<file path="config.mk">
export PLATFORM = sky130hd
export DESIGN_NAME = reset_boot_strap_control
export DESIGN_NICKNAME = d
export VERILOG_FILES = /design/src/rtl/rbs_pkg.sv /design/src/rtl/reset_boot_strap_control.sv /design/src/rtl/serial_activity_detect.sv
export SDC_FILE = /design/constraint.sdc
export NUM_CORES = 1
export LEC_CHECK = 0
export ABC_AREA = 1
export BUFFER_PORTS_ARGS = -buffer_cell sky130_fd_sc_hd__buf_2
export CORE_ASPECT_RATIO = 2
export CORE_MARGIN = 10
export CORE_UTILIZATION = 53
export CTS_CLUSTER_DIAMETER = 50
export DETAILED_ROUTE_END_ITERATION = 6
export GPL_TIMING_DRIVEN = 0
export PLACE_DENSITY = 0.76
export SKIP_CTS_REPAIR_TIMING = 1
export SKIP_LAST_GASP = 1
export SLEW_MARGIN = 20
export SYNTH_ARGS = -nofsm -noshare
export SYNTH_HDL_FRONTEND = slang
export SYNTH_SLANG_ARGS = --single-unit
</file>
<file path="constraint.sdc">
create_clock -name i_sys_clk -period 2 [get_ports i_sys_clk]
set_clock_uncertainty 0.2 [all_clocks]
set_input_delay 0.3 -clock i_sys_clk [delete_from_list [all_inputs] [get_ports i_sys_clk]]
set_output_delay 0.3 -clock i_sys_clk [all_outputs]
set_load 0.05 [all_outputs]
</file>
<file path="src/rtl/rbs_pkg.sv">
// rbs_pkg: shared constants and carrier types for the reset and boot strap block.
// assumes a 20 MHz system clock and pins already synchronous to it.
`default_nettype none
package rbs_pkg;
    // clock and timing
    localparam int unsigned CLK_PERIOD_NS    = 50;
    localparam int unsigned CLK_HZ           = 20_000_000;
    localparam int unsigned RST_LOW_MIN_MS   = 50;
    localparam int unsigned RST_LOW_MIN_NS   = RST_LOW_MIN_MS * 1_000_000;
    // least time: round up to whole cycles
    localparam int unsigned RST_LOW_CYCLES   =
        (RST_LOW_MIN_NS + CLK_PERIOD_NS - 1) / CLK_PERIOD_NS;
    localparam int unsigned RST_CNT_W        = 21;

    // serial format: 115200 baud, 8 data, no parity, 1 stop
    localparam int unsigned UART_BAUD        = 115200;
    localparam int unsigned UART_DATA_BITS   = 8;
    localparam int unsigned UART_STOP_BITS   = 1;
    localparam int unsigned UART_PARITY_BITS = 0;
    localparam int unsigned UART_FRAME_BITS  =
        1 + UART_DATA_BITS + UART_PARITY_BITS + UART_STOP_BITS;
    localparam int unsigned UART_BIT_CYCLES  = CLK_HZ / UART_BAUD;
    localparam int unsigned UART_FRAME_CYCLES = UART_FRAME_BITS * UART_BIT_CYCLES;
    localparam int unsigned ACT_CNT_W        = 12;

    // strap encodings and pull defaults of undriven pins
    localparam logic BOOT_FLASH        = 1'b0;
    localparam logic BOOT_ROM          = 1'b1;
    localparam logic MODE_DEBUG        = 1'b0;
    localparam logic MODE_NORMAL       = 1'b1;
    localparam logic RST_PIN_PULL      = 1'b1;
    localparam logic BOOT_PIN_PULL     = 1'b0;
    localparam logic MODE_PIN_PULL     = 1'b1;
    localparam logic INDICATOR_ON      = 1'b0;
    localparam logic INDICATOR_OFF     = 1'b1;

    // reset pin filter states, one-hot
    typedef enum logic [2:0] {
        ST_RUN    = 3'b001,
        ST_FILTER = 3'b010,
        ST_HELD   = 3'b100
    } rst_state_t;

    // host-facing strap pins: level plus a flag that the host drives it
    typedef struct packed {
        logic rst_low;
        logic rst_drv;
        logic boot;
        logic boot_drv;
        logic mode;
        logic mode_drv;
    } strap_pins_t;

    // one two-way pin as seen from the block
    typedef struct packed {
        logic out;
        logic oe;
    } pin_drive_t;
endpackage
`default_nettype wire

</file>
<file path="src/rtl/reset_boot_strap_control.sv">
// reset_boot_strap_control: reset pin filter, boot and mode straps,
// debug pin multiplexing and data port activity indicators.
// assumes the host pins arrive synchronous to i_sys_clk.
//
// How it works
// RULE1 - reset only after pin low over 50 ms
// RULE2 - host holds reset low at least 50 ms
// RULE3 - reset pin active low, pulled up when undriven
// RULE4 - boot strap low flash, high rom, pulled down
// RULE5 - mode strap low debug, high normal, pulled up
// RULE6 - clock pin debug clock or gpio a1
// RULE7 - data pin debug data or gpio a0
// RULE8 - both serial ports 115200 baud 8N1
// RULE9 - tx indicator low while data port sends
// RULE10 - rx indicator low while data port receives
// RULE11 - burn-in: reset low, boot high, release, boot low
// RULE12 - boot stays high across reset rising edge
// RULE13 - boot strap latched at reset release
// RULE14 - mode strap latched at reset release, held
`default_nettype none
module reset_boot_strap_control
#(
    parameter int unsigned RST_LOW_CYCLES = rbs_pkg::RST_LOW_CYCLES
)
(
    input  wire logic               i_sys_clk,
    input  wire logic               i_rstn,
    input  wire rbs_pkg::strap_pins_t i_straps,
    // serial-wire clock pin (debug clock or gpio a1)
    input  wire logic               i_swclk_pin_in,
    output logic                    o_swclk_pin_out,
    output logic                    o_swclk_pin_oe,
    // serial-wire data pin (debug data or gpio a0)
    input  wire logic               i_serial_wire_data_pin_in,
    output logic                    o_serial_wire_data_pin_out,
    output logic                    o_serial_wire_data_pin_oe,
    // debug core side
    input  wire rbs_pkg::pin_drive_t i_dbg_data_drive,
    output logic                    o_dbg_clk,
    output logic                    o_dbg_data_in,
    // gpio side
    input  wire rbs_pkg::pin_drive_t i_gpio_line_a1_drive,
    input  wire rbs_pkg::pin_drive_t i_gpio_line_a0_drive,
    output logic                    o_gpio_line_a1_in,
    output logic                    o_gpio_line_a0_in,
    // serial ports: core lines and pins
    input  wire logic               i_core_data_tx,
    input  wire logic               i_core_debug_tx,
    input  wire logic               i_data_port_receive,
    input  wire logic               i_debug_port_receive,
    output logic                    o_data_port_transmit,
    output logic                    o_debug_port_transmit,
    output logic                    o_core_data_rx,
    output logic                    o_core_debug_rx,
    output logic                    o_tx_activity_indicator_n,
    output logic                    o_rx_activity_indicator_n,
    // core control and status
    output logic                    o_core_reset,
    output logic                    o_boot_from_rom,
    output logic                    o_debug_mode
);
    import rbs_pkg::*;

    if (RST_LOW_CYCLES < 1 || RST_LOW_CYCLES >= (1 << RST_CNT_W))
    begin : g_chk
        $error("RST_LOW_CYCLES out of range");
    end

    localparam logic [RST_CNT_W-1:0] RST_LIMIT = RST_CNT_W'(RST_LOW_CYCLES);

    // effective pin levels, undriven pins take their pull
    logic rst_level;
    logic boot_level;
    logic mode_level;

    assign rst_level  = i_straps.rst_drv  ? i_straps.rst_low : RST_PIN_PULL;  // [RULE3]
    assign boot_level = i_straps.boot_drv ? i_straps.boot    : BOOT_PIN_PULL; // [RULE4]
    assign mode_level = i_straps.mode_drv ? i_straps.mode    : MODE_PIN_PULL; // [RULE5]

    // reset filter and strap capture
    rst_state_t           state_r;
    rst_state_t           state_nxt;
    logic [RST_CNT_W-1:0] cnt_r;
    logic [RST_CNT_W-1:0] cnt_nxt;
    logic                 boot_r;
    logic                 boot_nxt;
    logic                 mode_r;
    logic                 mode_nxt;

    // starts held so straps are caught when the pin is first seen high
    always_comb
    begin
        state_nxt = state_r;
        cnt_nxt   = cnt_r;
        boot_nxt  = boot_r;
        mode_nxt  = mode_r;
        case (state_r)
            ST_RUN:
            begin
                if (!rst_level)
                begin
                    state_nxt = ST_FILTER;
                    cnt_nxt   = RST_CNT_W'(1);
                end
            end
            ST_FILTER:
            begin
                // a short glitch returns to run with no effect
                if (rst_level)
                begin
                    state_nxt = ST_RUN;                  // [RULE1]
                    cnt_nxt   = '0;
                end
                else if (cnt_r >= RST_LIMIT)
                begin
                    state_nxt = ST_HELD;                 // [RULE1] [RULE2]
                end
                else
                begin
                    cnt_nxt = cnt_r + 1'b1;
                end
            end
            ST_HELD:
            begin
                // the release edge is the only moment the straps are looked at
                if (rst_level)
                begin
                    state_nxt = ST_RUN;
                    cnt_nxt   = '0;
                    boot_nxt  = boot_level;              // [RULE13] [RULE11] [RULE12]
                    mode_nxt  = mode_level;              // [RULE14]
                end
            end
            default:
            begin
                state_nxt = ST_HELD;
                cnt_nxt   = '0;
            end
        endcase
    end

    always_ff @(posedge i_sys_clk or negedge i_rstn)
    begin
        if (!i_rstn)
        begin
            state_r <= ST_HELD;
            cnt_r   <= '0;
            boot_r  <= BOOT_FLASH;
            mode_r  <= MODE_NORMAL;
        end
        else
        begin
            state_r <= state_nxt;
            cnt_r   <= cnt_nxt;
            boot_r  <= boot_nxt;
            mode_r  <= mode_nxt;
        end
    end

    logic in_reset;
    logic dbg_sel;

    assign in_reset        = (state_r == ST_HELD);
    assign dbg_sel         = (mode_r == MODE_DEBUG);
    assign o_core_reset    = in_reset;                                     // [RULE1]
    assign o_boot_from_rom = (boot_r == BOOT_ROM);                         // [RULE4] [RULE13]
    assign o_debug_mode    = dbg_sel;                                      // [RULE5] [RULE14]

    // debug pin multiplexing; pins float while the core is held in reset
    pin_drive_t clk_pin_r;
    pin_drive_t clk_pin_nxt;
    pin_drive_t dat_pin_r;
    pin_drive_t dat_pin_nxt;

    always_comb
    begin
        clk_pin_nxt = '0;
        dat_pin_nxt = '0;
        if (!in_reset)
        begin
            if (dbg_sel)
            begin
                clk_pin_nxt = '0;                                          // [RULE6]
                dat_pin_nxt = i_dbg_data_drive;                            // [RULE7]
            end
            else
            begin
                clk_pin_nxt = i_gpio_line_a1_drive;                        // [RULE6]
                dat_pin_nxt = i_gpio_line_a0_drive;                        // [RULE7]
            end
        end
    end

    always_ff @(posedge i_sys_clk or negedge i_rstn)
    begin
        if (!i_rstn)
        begin
            clk_pin_r <= '0;
            dat_pin_r <= '0;
        end
        else
        begin
            clk_pin_r <= clk_pin_nxt;
            dat_pin_r <= dat_pin_nxt;
        end
    end

    assign o_swclk_pin_out            = clk_pin_r.out;
    assign o_swclk_pin_oe             = clk_pin_r.oe;
    assign o_serial_wire_data_pin_out = dat_pin_r.out;
    assign o_serial_wire_data_pin_oe  = dat_pin_r.oe;

    // inputs of the unselected function are held at idle so neither side sees noise
    assign o_dbg_clk         = dbg_sel  && i_swclk_pin_in;                 // [RULE6]
    assign o_dbg_data_in     = dbg_sel  ? i_serial_wire_data_pin_in : 1'b1; // [RULE7]
    assign o_gpio_line_a1_in = !dbg_sel && i_swclk_pin_in;                 // [RULE6]
    assign o_gpio_line_a0_in = !dbg_sel && i_serial_wire_data_pin_in;      // [RULE7]

    // serial ports: lines pass through; format is fixed at 8N1 115200
    // tx lines held idle during reset so the far end sees no false start bit
    logic data_tx_r;
    logic data_tx_nxt;
    logic debug_tx_r;
    logic debug_tx_nxt;

    always_comb
    begin
        data_tx_nxt  = in_reset ? 1'b1 : i_core_data_tx;                   // [RULE8]
        debug_tx_nxt = in_reset ? 1'b1 : i_core_debug_tx;                  // [RULE8]
    end

    always_ff @(posedge i_sys_clk or negedge i_rstn)
    begin
        if (!i_rstn)
        begin
            data_tx_r  <= 1'b1;
            debug_tx_r <= 1'b1;
        end
        else
        begin
            data_tx_r  <= data_tx_nxt;
            debug_tx_r <= debug_tx_nxt;
        end
    end

    assign o_data_port_transmit  = data_tx_r;
    assign o_debug_port_transmit = debug_tx_r;
    assign o_core_data_rx        = i_data_port_receive;
    assign o_core_debug_rx       = i_debug_port_receive;

    // activity indicators: busy for one 8N1 frame after each start bit
    logic tx_busy;
    logic rx_busy;

    serial_activity_detect
    #(
        .FRAME_CYCLES (UART_FRAME_CYCLES)
    )
    u_tx_act
    (
        .i_sys_clk (i_sys_clk),
        .i_rstn    (i_rstn),
        .i_line    (data_tx_r),
        .o_busy    (tx_busy)
    );

    serial_activity_detect
    #(
        .FRAME_CYCLES (UART_FRAME_CYCLES)
    )
    u_rx_act
    (
        .i_sys_clk (i_sys_clk),
        .i_rstn    (i_rstn),
        .i_line    (i_data_port_receive),
        .o_busy    (rx_busy)
    );

    assign o_tx_activity_indicator_n = tx_busy ? INDICATOR_ON : INDICATOR_OFF; // [RULE9]
    assign o_rx_activity_indicator_n = rx_busy ? INDICATOR_ON : INDICATOR_OFF; // [RULE10]
endmodule
`default_nettype wire

</file>
<file path="src/rtl/serial_activity_detect.sv">
// serial_activity_detect: flags a serial line busy for one whole frame.
// assumes an idle-high line sampled on the system clock.
`default_nettype none
module serial_activity_detect
#(
    parameter int unsigned FRAME_CYCLES = rbs_pkg::UART_FRAME_CYCLES
)
(
    input  wire logic i_sys_clk,
    input  wire logic i_rstn,
    input  wire logic i_line,
    output logic      o_busy
);
    import rbs_pkg::*;

    if (FRAME_CYCLES < 1 || FRAME_CYCLES >= (1 << ACT_CNT_W))
    begin : g_chk
        $error("FRAME_CYCLES out of range");
    end

    localparam logic [ACT_CNT_W-1:0] FRAME_LOAD = ACT_CNT_W'(FRAME_CYCLES);

    logic                 line_r;
    logic                 line_nxt;
    logic [ACT_CNT_W-1:0] cnt_r;
    logic [ACT_CNT_W-1:0] cnt_nxt;

    // a falling edge is a start bit; it reloads so back-to-back frames stay busy
    always_comb
    begin
        line_nxt = i_line;
        cnt_nxt  = cnt_r;
        if (line_r && !i_line)
        begin
            cnt_nxt = FRAME_LOAD;
        end
        else if (cnt_r != '0)
        begin
            cnt_nxt = cnt_r - 1'b1;
        end
    end

    always_ff @(posedge i_sys_clk or negedge i_rstn)
    begin
        if (!i_rstn)
        begin
            line_r <= 1'b1;
            cnt_r  <= '0;
        end
        else
        begin
            line_r <= line_nxt;
            cnt_r  <= cnt_nxt;
        end
    end

    assign o_busy = (cnt_r != '0);
endmodule
`default_nettype wire

</file>
# Word level (Yosys, flattened, before mapping)

Index checks and enable logic that the tools add are counted.

Add/sub/neg operators: 3
Multiply operators: 0
Divide/modulo/power cells: 0
$lt $le $gt $ge: 1
Eq/ne operators: 7
Shift-type cells: 0
Muxes and demuxes: 26
Bitwise logic cells: 1
Reduce and logical (&&, ||, !) cells: 14

Operators with widths:

| kind                                                   | number |
|---|---|
| 2-to-1 mux 21 bit                                      | 4 |
| one-hot mux 21 bit (3 select lines)                    | 1 |
| 2-to-1 mux 12 bit                                      | 4 |
| nonzero test 12 bit                                    | 2 |
| subtractor 12 x 1 -> 12 bit (second input constant)    | 2 |
| adder 21 x 1 -> 21 bit (second input constant)         | 1 |
| >= comparator 21 x 20 -> 1 bit (second input constant) | 1 |
| 2-to-1 mux 3 bit                                       | 4 |
| one-hot mux 3 bit (3 select lines)                     | 1 |
| 2-to-1 mux 1 bit                                       | 8 |
| 2-to-1 mux 2 bit                                       | 4 |
| != test 3 bit (second input constant)                  | 2 |
| AND reduction 3 bit                                    | 2 |
| logical AND 1 bit                                      | 5 |
| != test 2 bit (second input constant)                  | 2 |
| nonzero test 2 bit                                     | 2 |
| equality test 3 x 1 -> 1 bit (second input constant)   | 1 |
| equality test 3 x 2 -> 1 bit (second input constant)   | 1 |
| equality test 3 bit (second input constant)            | 1 |
| logical NOT 1 bit                                      | 2 |
| AND reduction 2 bit                                    | 1 |
| NOT 1 bit                                              | 1 |

Bits in registers: 58
Bits in latches: 0
Bits in writable memories: 0
Memory bits (read-only): 0
Input bits: 20
Logic and storage cells: 66
Memories kept: 0

# Depth between registers and ports, before layout

Gate-level depths: netlist of run 1.

Depth in word-level cells: 4
Depth in mapped cells: 11
Gate-level depth less buffers: 11

# Cells and area by module

A second synthesis of run 1 with hierarchy kept.

Cells, all modules: 520
Area, all modules: 3,746.1 µm²

By module, submodules not included:

| module                   | times used | cells each | area each (µm²) |
|---|---|---|---|
| reset_boot_strap_control | 1          | 296        | 2,072.0 |
| serial_activity_detect   | 2          | 112        | 837.1 |

# Worst setup path before layout of run 1

OpenSTA, ideal clock, no wires.

Kind: reg-to-output
Start point: register u_tx_act.cnt_r[0]
End point: output port o_tx_activity_indicator_n
Arrival time: 2,090 ps
Data required time: 1,500 ps
Slack: -590 ps
Stages on the path, launching flop included: 9
Buffers on the path: 0
Cell sequence: dfrtp_1 -> inv_1 -> ha_1 -> nand2_1 -> inv_1 -> nand2_1 -> nor2_1 -> inv_1 -> nor3_1

Longest elaborated chain between the ends: 2

RTL lines:

| item                   | RTL line                        | RTL |
|---|---|---|
| start, declared        | serial_activity_detect.sv:25    | `logic [ACT_CNT_W-1:0] cnt_r;` |
| start signal, assigned | serial_activity_detect.sv:53    | `cnt_r <= cnt_nxt;` |
| nonzero test 12 bit    | serial_activity_detect.sv:57    | `assign o_busy = (cnt_r != '0);` |
| 2-to-1 mux 1 bit       | reset_boot_strap_control.sv:279 | `assign o_tx_activity_indicator_n = tx_busy ? INDICATOR_ON : INDICATOR_OFF;` |
| end, declared          | reset_boot_strap_control.sv:55  | `output logic o_tx_activity_indicator_n,` |

No other way between the ends.

# Worst setup path after layout of run 1

Start point: register u_rx_act.cnt_r[0]
End point: output port o_rx_activity_indicator_n

Longest elaborated chain between the ends: 2

RTL lines:

| item                   | RTL line                        | RTL |
|---|---|---|
| start, declared        | serial_activity_detect.sv:25    |  |
| start signal, assigned | serial_activity_detect.sv:53    |  |
| nonzero test 12 bit    | serial_activity_detect.sv:57    |  |
| 2-to-1 mux 1 bit       | reset_boot_strap_control.sv:280 | `assign o_rx_activity_indicator_n = rx_busy ? INDICATOR_ON : INDICATOR_OFF;` |
| end, declared          | reset_boot_strap_control.sv:56  | `output logic o_rx_activity_indicator_n,` |

No other way between the ends.

==> out/summary.txt, run 1 <==
Grt ovf: 0
DIE HEIGHT: 133.5 µm
First-pass GRT wire length: 14320 µm
FP Rows: 41
Max H-tree Level: 3
Via count: 3340
Synthesized area per cell: 7.340 µm²
Final count of pins violating max slew: 0
CP Data Required Time: 1.50 ns
Yosys top cell area share: 38.12%
Crit path launch type: flop
Clk_lat worst skew: 0.33 ns
Antenna cells: 0
Core footprint: 6310 µm²
Number of max-cap violations: 0
Crit path top cell by count: inv_2
Initial Util: 54.09%
Critical path class: flop to output port
RSZ-0062 raised after global routing: true
Yosys warns: 0
CP Launch Point: u_rx_act.cnt_r[0]$_DFFE_PN0P_
IO Pins: 37
Launching point of the worst reg2reg path: u_rx_act.cnt_r[0]$_DFFE_PN0P_
Largest net degree at the start of global routing: 59
CTS tree: done
Initial DRC Count: 251
Most Crowded Layer GR: met2
Total CTS buffers: 9
Post-route cell area: 4397 µm²
Area delta synth->final: 28.81%
Drt first pass iters: 5
Sequential share of the synthesized area: 42.74%
DPL Wire Length: 6201 µm
# clock sinks: 58
HP Start: i_gpio_line_a1_drive[1]
Post-DP Area: 3719 µm²
Total wire length: 9139 µm
CP max stage cell: dfrtp_1
PwrDens: 1151 nW/µm²
End of the worst hold path: o_swclk_pin_out$_DFF_PN0_
Drt wl/cell: 14.55 µm
R2R Setup Slk: -0.12 ns
Crit-path max cell delay: 0.40 ns
Die Span X: 76.75 µm
VDD IR-drop max: 712.5 µV
R2R Path End: u_rx_act.cnt_r[7]$_DFFE_PN0P_
Clock transition at path regs: 0.05 ns
WP buf/inv: 4
Setup ws final: -0.3134 ns
Filler cells: 509
Kind of cell adding the most delay to the critical path: simple AND/OR/NAND/NOR gates
Data arrival time of the critical path: 1.81 ns
Vias in the first global route: 3116
Final ANT Viol Nets: 0
Area of the multi-input gates: 1754 µm²
Nets: 561
Async set-reset flop share out of synthesis: 100.0%
Met2 Resource Use GR: 32.14%
Worst setup EP type: output port
Slew at the pin closest to its max-slew limit: 0.7351 ns
Die ar.: 10240 µm²
Run status: finished with violations
Top_reg_cell synth: dfrtp_1
R2R depth: 13
Clock root cell: clkbuf_16
Final hold vios: 2
Leak: 2.137 nW
Number of I/O port buffers: 35
Min Tclk post-route: 2.313 ns
Crit Path Max Fanout: 4
Tcrit/Tclk final: 115.7%
Storage cell area: 1459 µm²
Final setup violation count: 7
Commonest non-fill, non-tap cell in the layout: nand2_1
Met1 Track Usage GR: 16.75%
Placer Congestion: 0.9270
Gr usage total: 17.21%
Post-synth EDFFs: 0
Most frequent cells in the layout: nand2_1, inv_1, nor2_1, dfrtp_1, nand3_1
Number of synthesized register bits: 58
Synth area leader: dfrtp_1
Post-Synthesis Cell Area: 3413 µm²
Failing checks: negative hold slack, negative setup slack
Vias per cell: 5.318
Fmax: 0.4323 GHz
Initial antenna violation count: 0
CTS Buffer Depth: 2
CP Cell Sequence: inv_2 > ha_4 > inv_2 > nor3_4 > nand2_2 > nor2_4 > nand2_4 > clkinvlp_4 > buf_8
Met3 Use GR: 3.841%
Layout cells sized above 1: 26.75%
Worst relative slew slack: 51.00%
Worst hold-check path type: primary input to flop
Hold path cells: 3
Hold Slack: -0.004463 ns
Syn_nets: 489
Unique masters post-synth: 37
Most area-consuming cells after synthesis: dfrtp_1, nand2_1, inv_1
Post-Synthesis Cells: 465
# DRC: 0
==> kinds of logic after synthesis <==
group | share of synthesized area [%]
AOI/OAI and AO/OA | 10.26
xor gates and xnor gates | 1.796
adders and majority gates | 1.466
buffers and inverters | 10.52
DFF | 42.74
and+or+nand+nor | 33.21
==> cell usage after synthesis (7+ instances only) <==
master and count:
nand3_1 37, nor2_1 75, or2_2 7, nand4_1 8, inv_1 79, o21ai_1 9, dfrtp_1 52, a21oi_1 14
nand2_1 97, o21ai_0 17, nor3_1 11, xor2_1 7
==> cell type report <==
| type | instances | share of cell area [%] |
|---|---|---|
| timing repair buffer | 62 | 9.306 |
| inverter | 81 | 7.114 |
| sequential | 58 | 33.18 |
| tap | 86 | 2.447 |
| clock inverter | 5 | 1.195 |
| clock buffer | 11 | 5.748 |
| multi-input combinational | 320 | 39.90 |
| buffer | 5 | 1.110 |
==> power by group <==
part           internal, mW  switching (mW)  total (mW)
logic                 0.607            1.24        1.85
clock network          1.02           0.539        1.56
registers              1.44           0.211        1.65
==> flip-flops by register name (all words and copies together), names as in the netlist, 3 cells and up <==
| register | flops |
|---|---|
| u_rx_act.cnt_r | 12 |
| cnt_r | 21 |
| state_r | 3 |
| u_tx_act.cnt_r | 12 |
==> routing by layer <==
layer  vias to the layer above  share of wire (%)
li1                       1620                  -
met1                      1575                 35
met2                       122                 58
met3                        23                4.1
met4                         0                3.2
met5                         -                  0
==> metrics by stage <==
stage                     setup WS [ns]  cells  total power [mW]  utilization [%]  setup TNS [ns]
final                           -0.3134    628             5.061            69.68         -0.9610
after global routing            -0.4030    628             5.330            69.68          -1.853
after CTS                       -0.6595    602             4.778            63.77          -2.262
after detailed placement        -0.2925    586             3.193            58.93          -1.226
after global placement          -0.2883    586             3.139            58.89         -0.9848
after floorplan                 0.02287    465             2.800                -               0
==> worst reg2reg max path: stages (launching register included) <==
cell     delay, ns
dfrtp_1       0.40
inv_2         0.10
ha_4          0.14
inv_2         0.05
nor3_4        0.19
nand2_2       0.11
nor2_4        0.16
nand2_4       0.08
buf_4         0.16
buf_4         0.14
nor2_4        0.12
inv_2         0.06
o31ai_1       0.06
inv_1         0.06
==> worst max path at each step <==
stage / to / cells after the start
2_1_floorplan: o_tx_activity_indicator_n / 8
3_3_place_gp: o_rx_activity_indicator_n / 9
3_5_place_dp: o_rx_activity_indicator_n / 9
4_1_cts: o_rx_activity_indicator_n / 9
5_1_grt: o_rx_activity_indicator_n / 9
6_report: o_rx_activity_indicator_n / 9
(Power assumes the default switching activity.)
==> inputs of run 2 (changes only) <==
--- a/config.mk
+++ b/config.mk
@@ -14,6 +14,7 @@
 export DETAILED_ROUTE_END_ITERATION = 6
 export GPL_TIMING_DRIVEN = 0
 export PLACE_DENSITY = 0.76
+export SETUP_SLACK_MARGIN = 0.02
 export SKIP_CTS_REPAIR_TIMING = 1
 export SKIP_LAST_GASP = 1
 export SLEW_MARGIN = 20
==> out/summary.txt, run 2 (same netlist as run 1, synthesis figures left out) <==
Run status: finished with violations (unchanged)
Failing checks: negative hold slack, negative setup slack (unchanged)
Largest net degree at the start of global routing: 59 (unchanged)
Number of max-cap violations: 0 (unchanged)
Registers with the most flip-flops: cnt_r x21, u_rx_act.cnt_r x12, u_tx_act.cnt_r x12 (unchanged)
DPL Wire Length: 6201 µm (unchanged)
DIE HEIGHT: 133.5 µm (unchanged)
HP Start: i_gpio_line_a1_drive[1] (unchanged)
Initial antenna violation count: 0 (unchanged)
R2R depth: 13 (unchanged)
Max H-tree Level: 3 (unchanged)
Core footprint: 6310 µm² (unchanged)
Die ar.: 10240 µm² (unchanged)
CTS tree: done (unchanged)
CP Launch Point: u_rx_act.cnt_r[0]$_DFFE_PN0P_ (unchanged)
# clock sinks: 58 (unchanged)
Final ANT Viol Nets: 0 (unchanged)
Vias per cell: 5.270 (was 5.318)
Most frequent cells in the layout: nand2_1, inv_1, nor2_1, dfrtp_1, nand3_1 (unchanged)
Final hold vios: 2 (unchanged)
Worst relative slew slack: 50.32% (was 51.00%)
R2R Setup Slk: -0.12 ns (about the same)
Number of I/O port buffers: 35 (unchanged)
End of the worst hold path: o_swclk_pin_out$_DFF_PN0_ (unchanged)
Launching point of the worst reg2reg path: u_rx_act.cnt_r[0]$_DFFE_PN0P_ (unchanged)
Hold path cells: 3 (unchanged)
Layout cells sized above 1: 27.26% (was 26.75%)
Pre-CTS worst setup slack: -0.2925 ns (unchanged)
First-pass GRT wire length: 14320 µm (unchanged)
Total CTS buffers: 9 (unchanged)
Worst hold-check path type: primary input to flop (unchanged)
Final setup violation count: 7 (unchanged)
Crit Path Max Fanout: 4 (unchanged)
Final count of pins violating max slew: 0 (unchanged)
Area delta synth->final: 29.84% (was 28.81%)
Via count: 3315 (was 3340)
Gr usage total: 17.21% (unchanged)
Post-DP Area: 3719 µm² (unchanged)
CTS Buffer Depth: 2 (unchanged)
Data arrival time of the critical path: 1.81 ns (about the same)
Clock network power share: 30.7% (was 30.9%)
Finished Core Util: 70.24% (was 69.68%)
IO Pins: 37 (unchanged)
Placer Congestion: 0.9270 (unchanged)
Tcrit/Tclk final: 115.6% (was 115.7%)
Total wire length: 9263 µm (was 9139 µm)
Min Tclk post-route: 2.312 ns (was 2.313 ns)
Crit path launch type: flop (unchanged)
PwrDens: 1149 nW/µm² (was 1151 nW/µm²)
Initial Util: 54.09% (unchanged)
Vias in the first global route: 3116 (unchanged)
Antenna cells: 0 (unchanged)
Setup TNS: -0.9508 ns (was -0.9610 ns)
Fmax: 0.4326 GHz (was 0.4323 GHz)
Die Span X: 76.75 µm (unchanged)
Nets: 562 (was 561)
Comb pwr share: 37.0% (was 36.6%)
Reg with most FFs: cnt_r (unchanged)
Max FFs per register: 21 (unchanged)
VDD IR-drop max: 712.5 µV (about the same)
Drt first pass iters: 5 (unchanged)
Critical path class: flop to output port (unchanged)
Hold Slack: -0.005066 ns (was -0.004463 ns)
Slew at the pin closest to its max-slew limit: 0.7452 ns (was 0.7351 ns)
Clock transition at path regs: 0.05 ns (about the same)
Drt wl/cell: 14.73 µm (was 14.55 µm)
Clk_lat worst skew: 0.33 ns (about the same)
CP Data Required Time: 1.50 ns (about the same)
FP Rows: 41 (unchanged)
Clock root cell: clkbuf_16 (unchanged)
# DRC: 0 (unchanged)
Worst setup EP type: output port (unchanged)
Setup ws final: -0.3117 ns (was -0.3134 ns)
Commonest non-fill, non-tap cell in the layout: nand2_1 (unchanged)
RSZ-0062 raised after global routing: true (unchanged)
Initial DRC Count: 223 (was 251)
Post-route cell area: 4432 µm² (was 4397 µm²)
Internal power: 3.081 mW (was 3.066 mW)
Reg power frac: 32.3% (was 32.5%)
Switch Pwr: 2.011 mW (was 1.995 mW)
Grt ovf: 0 (unchanged)
Leak: 2.150 nW (was 2.137 nW)
R2R Path End: u_rx_act.cnt_r[7]$_DFFE_PN0P_ (unchanged)
Switching Share: 39.50% (was 39.41%)
## run 2: cell count changes in the layout (fill, tap and decap cells not counted), sizes merged
| cell | before | now |
|---|---|---|
| buf | 63 | 64 |
## run 2: how the worst max path moves through the flow
| stage | to | slack, ns | depth (start not counted) |
|---|---|---|---|
| 4_1_cts | o_rx_activity_indicator_n | -0.66 | 9 |
| 6_report | o_rx_activity_indicator_n | -0.31 | 9 |
| 3_5_place_dp | o_rx_activity_indicator_n | -0.29 | 9 |
| 5_1_grt | o_rx_activity_indicator_n | -0.40 | 9 |
| 2_1_floorplan | o_tx_activity_indicator_n | 0.02 | 8 |
| 3_3_place_gp | o_rx_activity_indicator_n | -0.29 | 9 |
## run 2: final cells by class
type / count / area [µm²]
Multi-Input combinational cell: 320 / 1778
Tap cell: 86 / 107.6
Timing Repair Buffer: 63 / 416.7
Fill cell: 504 / 1878
Buffer: 5 / 52.55
Sequential cell: 58 / 1459
Inverter: 81 / 312.8
Clock buffer: 11 / 252.7
Clock inverter: 5 / 52.55
## run 2: through the flow
stage	total power, mW	std cells
2_1_floorplan	2.800	465
3_3_place_gp	3.139	586
3_5_place_dp	3.193	586
4_1_cts	4.778	602
5_1_grt	5.354	629
6_report	5.092	629
## run 2: power groups by stage
stage	Combinational, mW	Sequential, mW	Clock (mW)
2_1_floorplan	1.02	1.78	0
3_3_place_gp	1.53	1.61	0
3_5_place_dp	1.57	1.62	0
4_1_cts	1.59	1.60	1.59
5_1_grt	2.05	1.67	1.63
6_report	1.88	1.65	1.56
## run 2: critical path: stages (launching register included)
cell and delay [ns]:
dfrtp_1 0.39, inv_2 0.10, ha_4 0.14, inv_2 0.05, nor3_4 0.19, nand2_2 0.11, nor2_4 0.16, nand2_4 0.08
clkinvlp_4 0.12, buf_8 0.14
## run 2: layer usage
metal	share of wire [%]	vias up	track usage [%]
li1	-	1621	-
met1	35	1562	16.75
met2	58	102	32.14
met3	3.7	30	3.841
met4	3.4	0	9.459
met5	0	-	0
==> inputs of run 3 (changes only) <==
--- a/config.mk
+++ b/config.mk
@@ -5,11 +5,10 @@
 export SDC_FILE = /design/constraint.sdc
 export NUM_CORES = 1
 export LEC_CHECK = 0
-export ABC_AREA = 1
 export BUFFER_PORTS_ARGS = -buffer_cell sky130_fd_sc_hd__buf_2
 export CORE_ASPECT_RATIO = 2
 export CORE_MARGIN = 10
-export CORE_UTILIZATION = 53
+export CORE_UTILIZATION = 52
 export CTS_CLUSTER_DIAMETER = 50
 export DETAILED_ROUTE_END_ITERATION = 6
 export GPL_TIMING_DRIVEN = 0
==> out/summary.txt, run 3 <==
Run status: finished with violations (unchanged)
Failing checks: negative setup slack (was negative hold slack, negative setup slack)
Placed cell count: 430 (was 586)
Vias in the first global route: 2719 (was 3116)
Number of I/O port buffers: 35 (unchanged)
First-pass GRT wire length: 12560 µm (was 14320 µm)
Clk_lat worst skew: 0.32 ns (was 0.33 ns)
Most area-consuming cells after synthesis: dfrtp_1, dfstp_2, nand2_1 (was dfrtp_1, nand2_1, inv_1)
Hold path cells: 2 (was 3)
Max FFs per register: 21 (unchanged)
Gr usage total: 16.69% (was 17.21%)
Layout cells sized above 1: 39.18% (was 27.26%)
Data arrival time of the critical path: 1.98 ns (was 1.81 ns)
Worst setup EP type: output port (unchanged)
Post-DP Area: 3458 µm² (was 3719 µm²)
Unique masters post-synth: 51 (was 37)
Post-Synthesis Cells: 334 (was 465)
Core footprint: 5758 µm² (was 6310 µm²)
HP Start: i_core_data_tx (was i_gpio_line_a1_drive[1])
Number of synthesized register bits: 58 (unchanged)
Clock transition at path regs: 0.05 ns (about the same)
Final ANT Viol Nets: 0 (unchanged)
CTS Buffer Depth: 2 (unchanged)
Largest net degree at the start of global routing: 59 (unchanged)
Critical path class: flop to output port (unchanged)
VDD IR-drop max: 1182 µV (was 712.5 µV)
Filler cells: 405 (was 504)
Post-synth EDFFs: 0 (unchanged)
Sequential share of the synthesized area: 46.70% (was 42.74%)
Yosys warns: 0 (unchanged)
Area of the multi-input gates: 1898 µm² (was 1778 µm²)
DIE HEIGHT: 129.6 µm (was 133.5 µm)
Slew at the pin closest to its max-slew limit: 0.7174 ns (was 0.7452 ns)
FP Rows: 39 (was 41)
Most frequent cells after synthesis: dfrtp_1, nand2_1, nor2_1, a21oi_1 (was nand2_1, inv_1, nor2_1, dfrtp_1, nand3_1)
Synth area leader: dfrtp_1 (unchanged)
Tcrit/Tclk final: 124.1% (was 115.6%)
Final hold vios: 0 (was 2)
Post-Synthesis Cell Area: 3124 µm² (was 3413 µm²)
Async set-reset flop share out of synthesis: 100.0% (unchanged)
CTS tree: done (unchanged)
Registers with the most flip-flops: cnt_r x21, u_rx_act.cnt_r x12, u_tx_act.cnt_r x12 (unchanged)
Syn_nets: 358 (was 489)
Crit Path Max Fanout: 6 (was 4)
Final setup violation count: 30 (was 7)
Reg with most FFs: cnt_r (unchanged)
Number of max-cap violations: 0 (unchanged)
Final count of pins violating max slew: 0 (unchanged)
RSZ-0062 raised after global routing: true (unchanged)
Fmax: 0.4030 GHz (was 0.4326 GHz)
Clock root cell: clkbuf_16 (unchanged)
Worst relative slew slack: 52.18% (was 50.32%)
Post-route cell area: 4320 µm² (was 4432 µm²)
Nets: 435 (was 562)
Leak: 1.845 nW (was 2.150 nW)
Top_reg_cell synth: dfrtp_1 (unchanged)
Most frequent cells in the layout: dfrtp_1, buf_2, buf_4, nand2_1, nor2_1 (was nand2_1, inv_1, nor2_1, dfrtp_1, nand3_1)
Antenna cells: 0 (unchanged)
Layout Cells excl Fill: 477 (was 629)
R2R Path End: u_tx_act.cnt_r[11]$_DFFE_PN0P_ (was u_rx_act.cnt_r[7]$_DFFE_PN0P_)
Area delta synth->final: 38.29% (was 29.84%)
R2R depth: 6 (was 13)
Vias per cell: 6.082 (was 5.270)
Setup ws final: -0.4812 ns (was -0.3117 ns)
Drt wl/cell: 18.16 µm (was 14.73 µm)
Total CTS buffers: 9 (unchanged)
Top-count cell post-synth: dfrtp_1 (was nand2_1)
CP Data Required Time: 1.50 ns (about the same)
Max H-tree Level: 3 (unchanged)
IO Pins: 37 (unchanged)
Commonest non-fill, non-tap cell in the layout: dfrtp_1 (was nand2_1)
Drt first pass iters: 6 (was 5)
Initial DRC Count: 191 (was 223)
# clock sinks: 58 (unchanged)
End of the worst hold path: o_data_port_transmit$_DFF_PN1_ (was o_swclk_pin_out$_DFF_PN0_)
Launching point of the worst reg2reg path: u_tx_act.cnt_r[1]$_DFFE_PN0P_ (was u_rx_act.cnt_r[0]$_DFFE_PN0P_)
Total wire length: 8660 µm (was 9263 µm)
Storage cell area: 1466 µm² (was 1459 µm²)
Initial antenna violation count: 0 (unchanged)
Die ar.: 9697 µm² (was 10240 µm²)
Initial Util: 54.26% (was 54.09%)
Yosys top cell area share: 41.65% (was 38.12%)
R2R Setup Slk: -0.44 ns (was -0.12 ns)
Synthesized area per cell: 9.354 µm² (was 7.340 µm²)
Placer Congestion: 0.9222 (was 0.9270)
Die Span X: 74.81 µm (was 76.75 µm)
PwrDens: 1152 nW/µm² (was 1149 nW/µm²)
Crit path launch type: flop (unchanged)
# DRC: 0 (unchanged)
Setup TNS: -5.540 ns (was -0.9508 ns)
Worst hold-check path type: primary input to flop (unchanged)
Min Tclk post-route: 2.481 ns (was 2.312 ns)
Pre-CTS worst setup slack: -0.4261 ns (was -0.2925 ns)
Grt ovf: 0 (unchanged)
Hold Slack: 0.005201 ns (was -0.005066 ns)
DPL Wire Length: 5521 µm (was 6201 µm)
Via count: 2901 (was 3315)
run 3: cell families after synthesis:
kind of cell | Yosys count | share of synthesized area (%)
flops | 58 | 46.70
compound gates | 69 | 14.10
simple gates | 160 | 28.15
xor+xnor | 12 | 3.364
buf+inv | 22 | 3.044
fa+ha+maj | 4 | 1.602
mux | 9 | 3.044
run 3: critical path, stage by stage (launching register included):
cell and delay (ns):
dfrtp_1 0.38, inv_2 0.08, ha_4 0.13, or3b_4 0.40, nor4b_4 0.34, buf_6 0.18, buf_8 0.15
run 3: cell type report:
type / count / area share, %
plain buffers: 13 / 2.114
flip-flops and latches: 58 / 33.94
multi-input cells: 254 / 43.93
clock buffers: 13 / 5.792
well taps: 61 / 1.767
clock inverters: 3 / 0.9267
inverters: 8 / 0.6950
repair buffers: 67 / 10.83
run 3: power breakdown:
| part | internal (mW) | leakage, nW | switching [mW] |
|---|---|---|---|
| combinational | 0.736 | 0.985 | 1.06 |
| sequential | 1.44 | 0.717 | 0.243 |
| clock | 0.993 | 0.144 | 0.512 |
run 3: how the worst max path moves through the flow:
stage | from | end | depth (start not counted)
2_1_floorplan | u_rx_act.cnt_r[8]$_DFFE_PN0P_ | u_rx_act.cnt_r[7]$_DFFE_PN0P_ | 5
3_3_place_gp | u_rx_act.cnt_r[8]$_DFFE_PN0P_ | o_rx_activity_indicator_n | 3
3_5_place_dp | u_rx_act.cnt_r[8]$_DFFE_PN0P_ | o_rx_activity_indicator_n | 3
4_1_cts | u_rx_act.cnt_r[8]$_DFFE_PN0P_ | o_rx_activity_indicator_n | 3
5_1_grt | u_tx_act.cnt_r[0]$_DFFE_PN0P_ | o_tx_activity_indicator_n | 6
6_report | u_tx_act.cnt_r[1]$_DFFE_PN0P_ | o_tx_activity_indicator_n | 6
run 3: metrics by stage:
step | power, mW | utilization (%)
detailed placement | 3.152 | 60.06
global route | 5.246 | 75.03
finish | 4.977 | 75.03
CTS | 4.681 | 65.10
floorplan | 2.776 | -
global placement | 3.112 | 60.02
run 3: per-layer routing:
metal / vias up / track usage, % / part of all wire [%]
met2: 102 / 30.01 / 56
met3: 27 / 4.434 / 4.8
met1: 1399 / 16.13 / 35
li1: 1373 / - / -
met4: 0 / 10.20 / 3.7
met5: - / 0 / 0
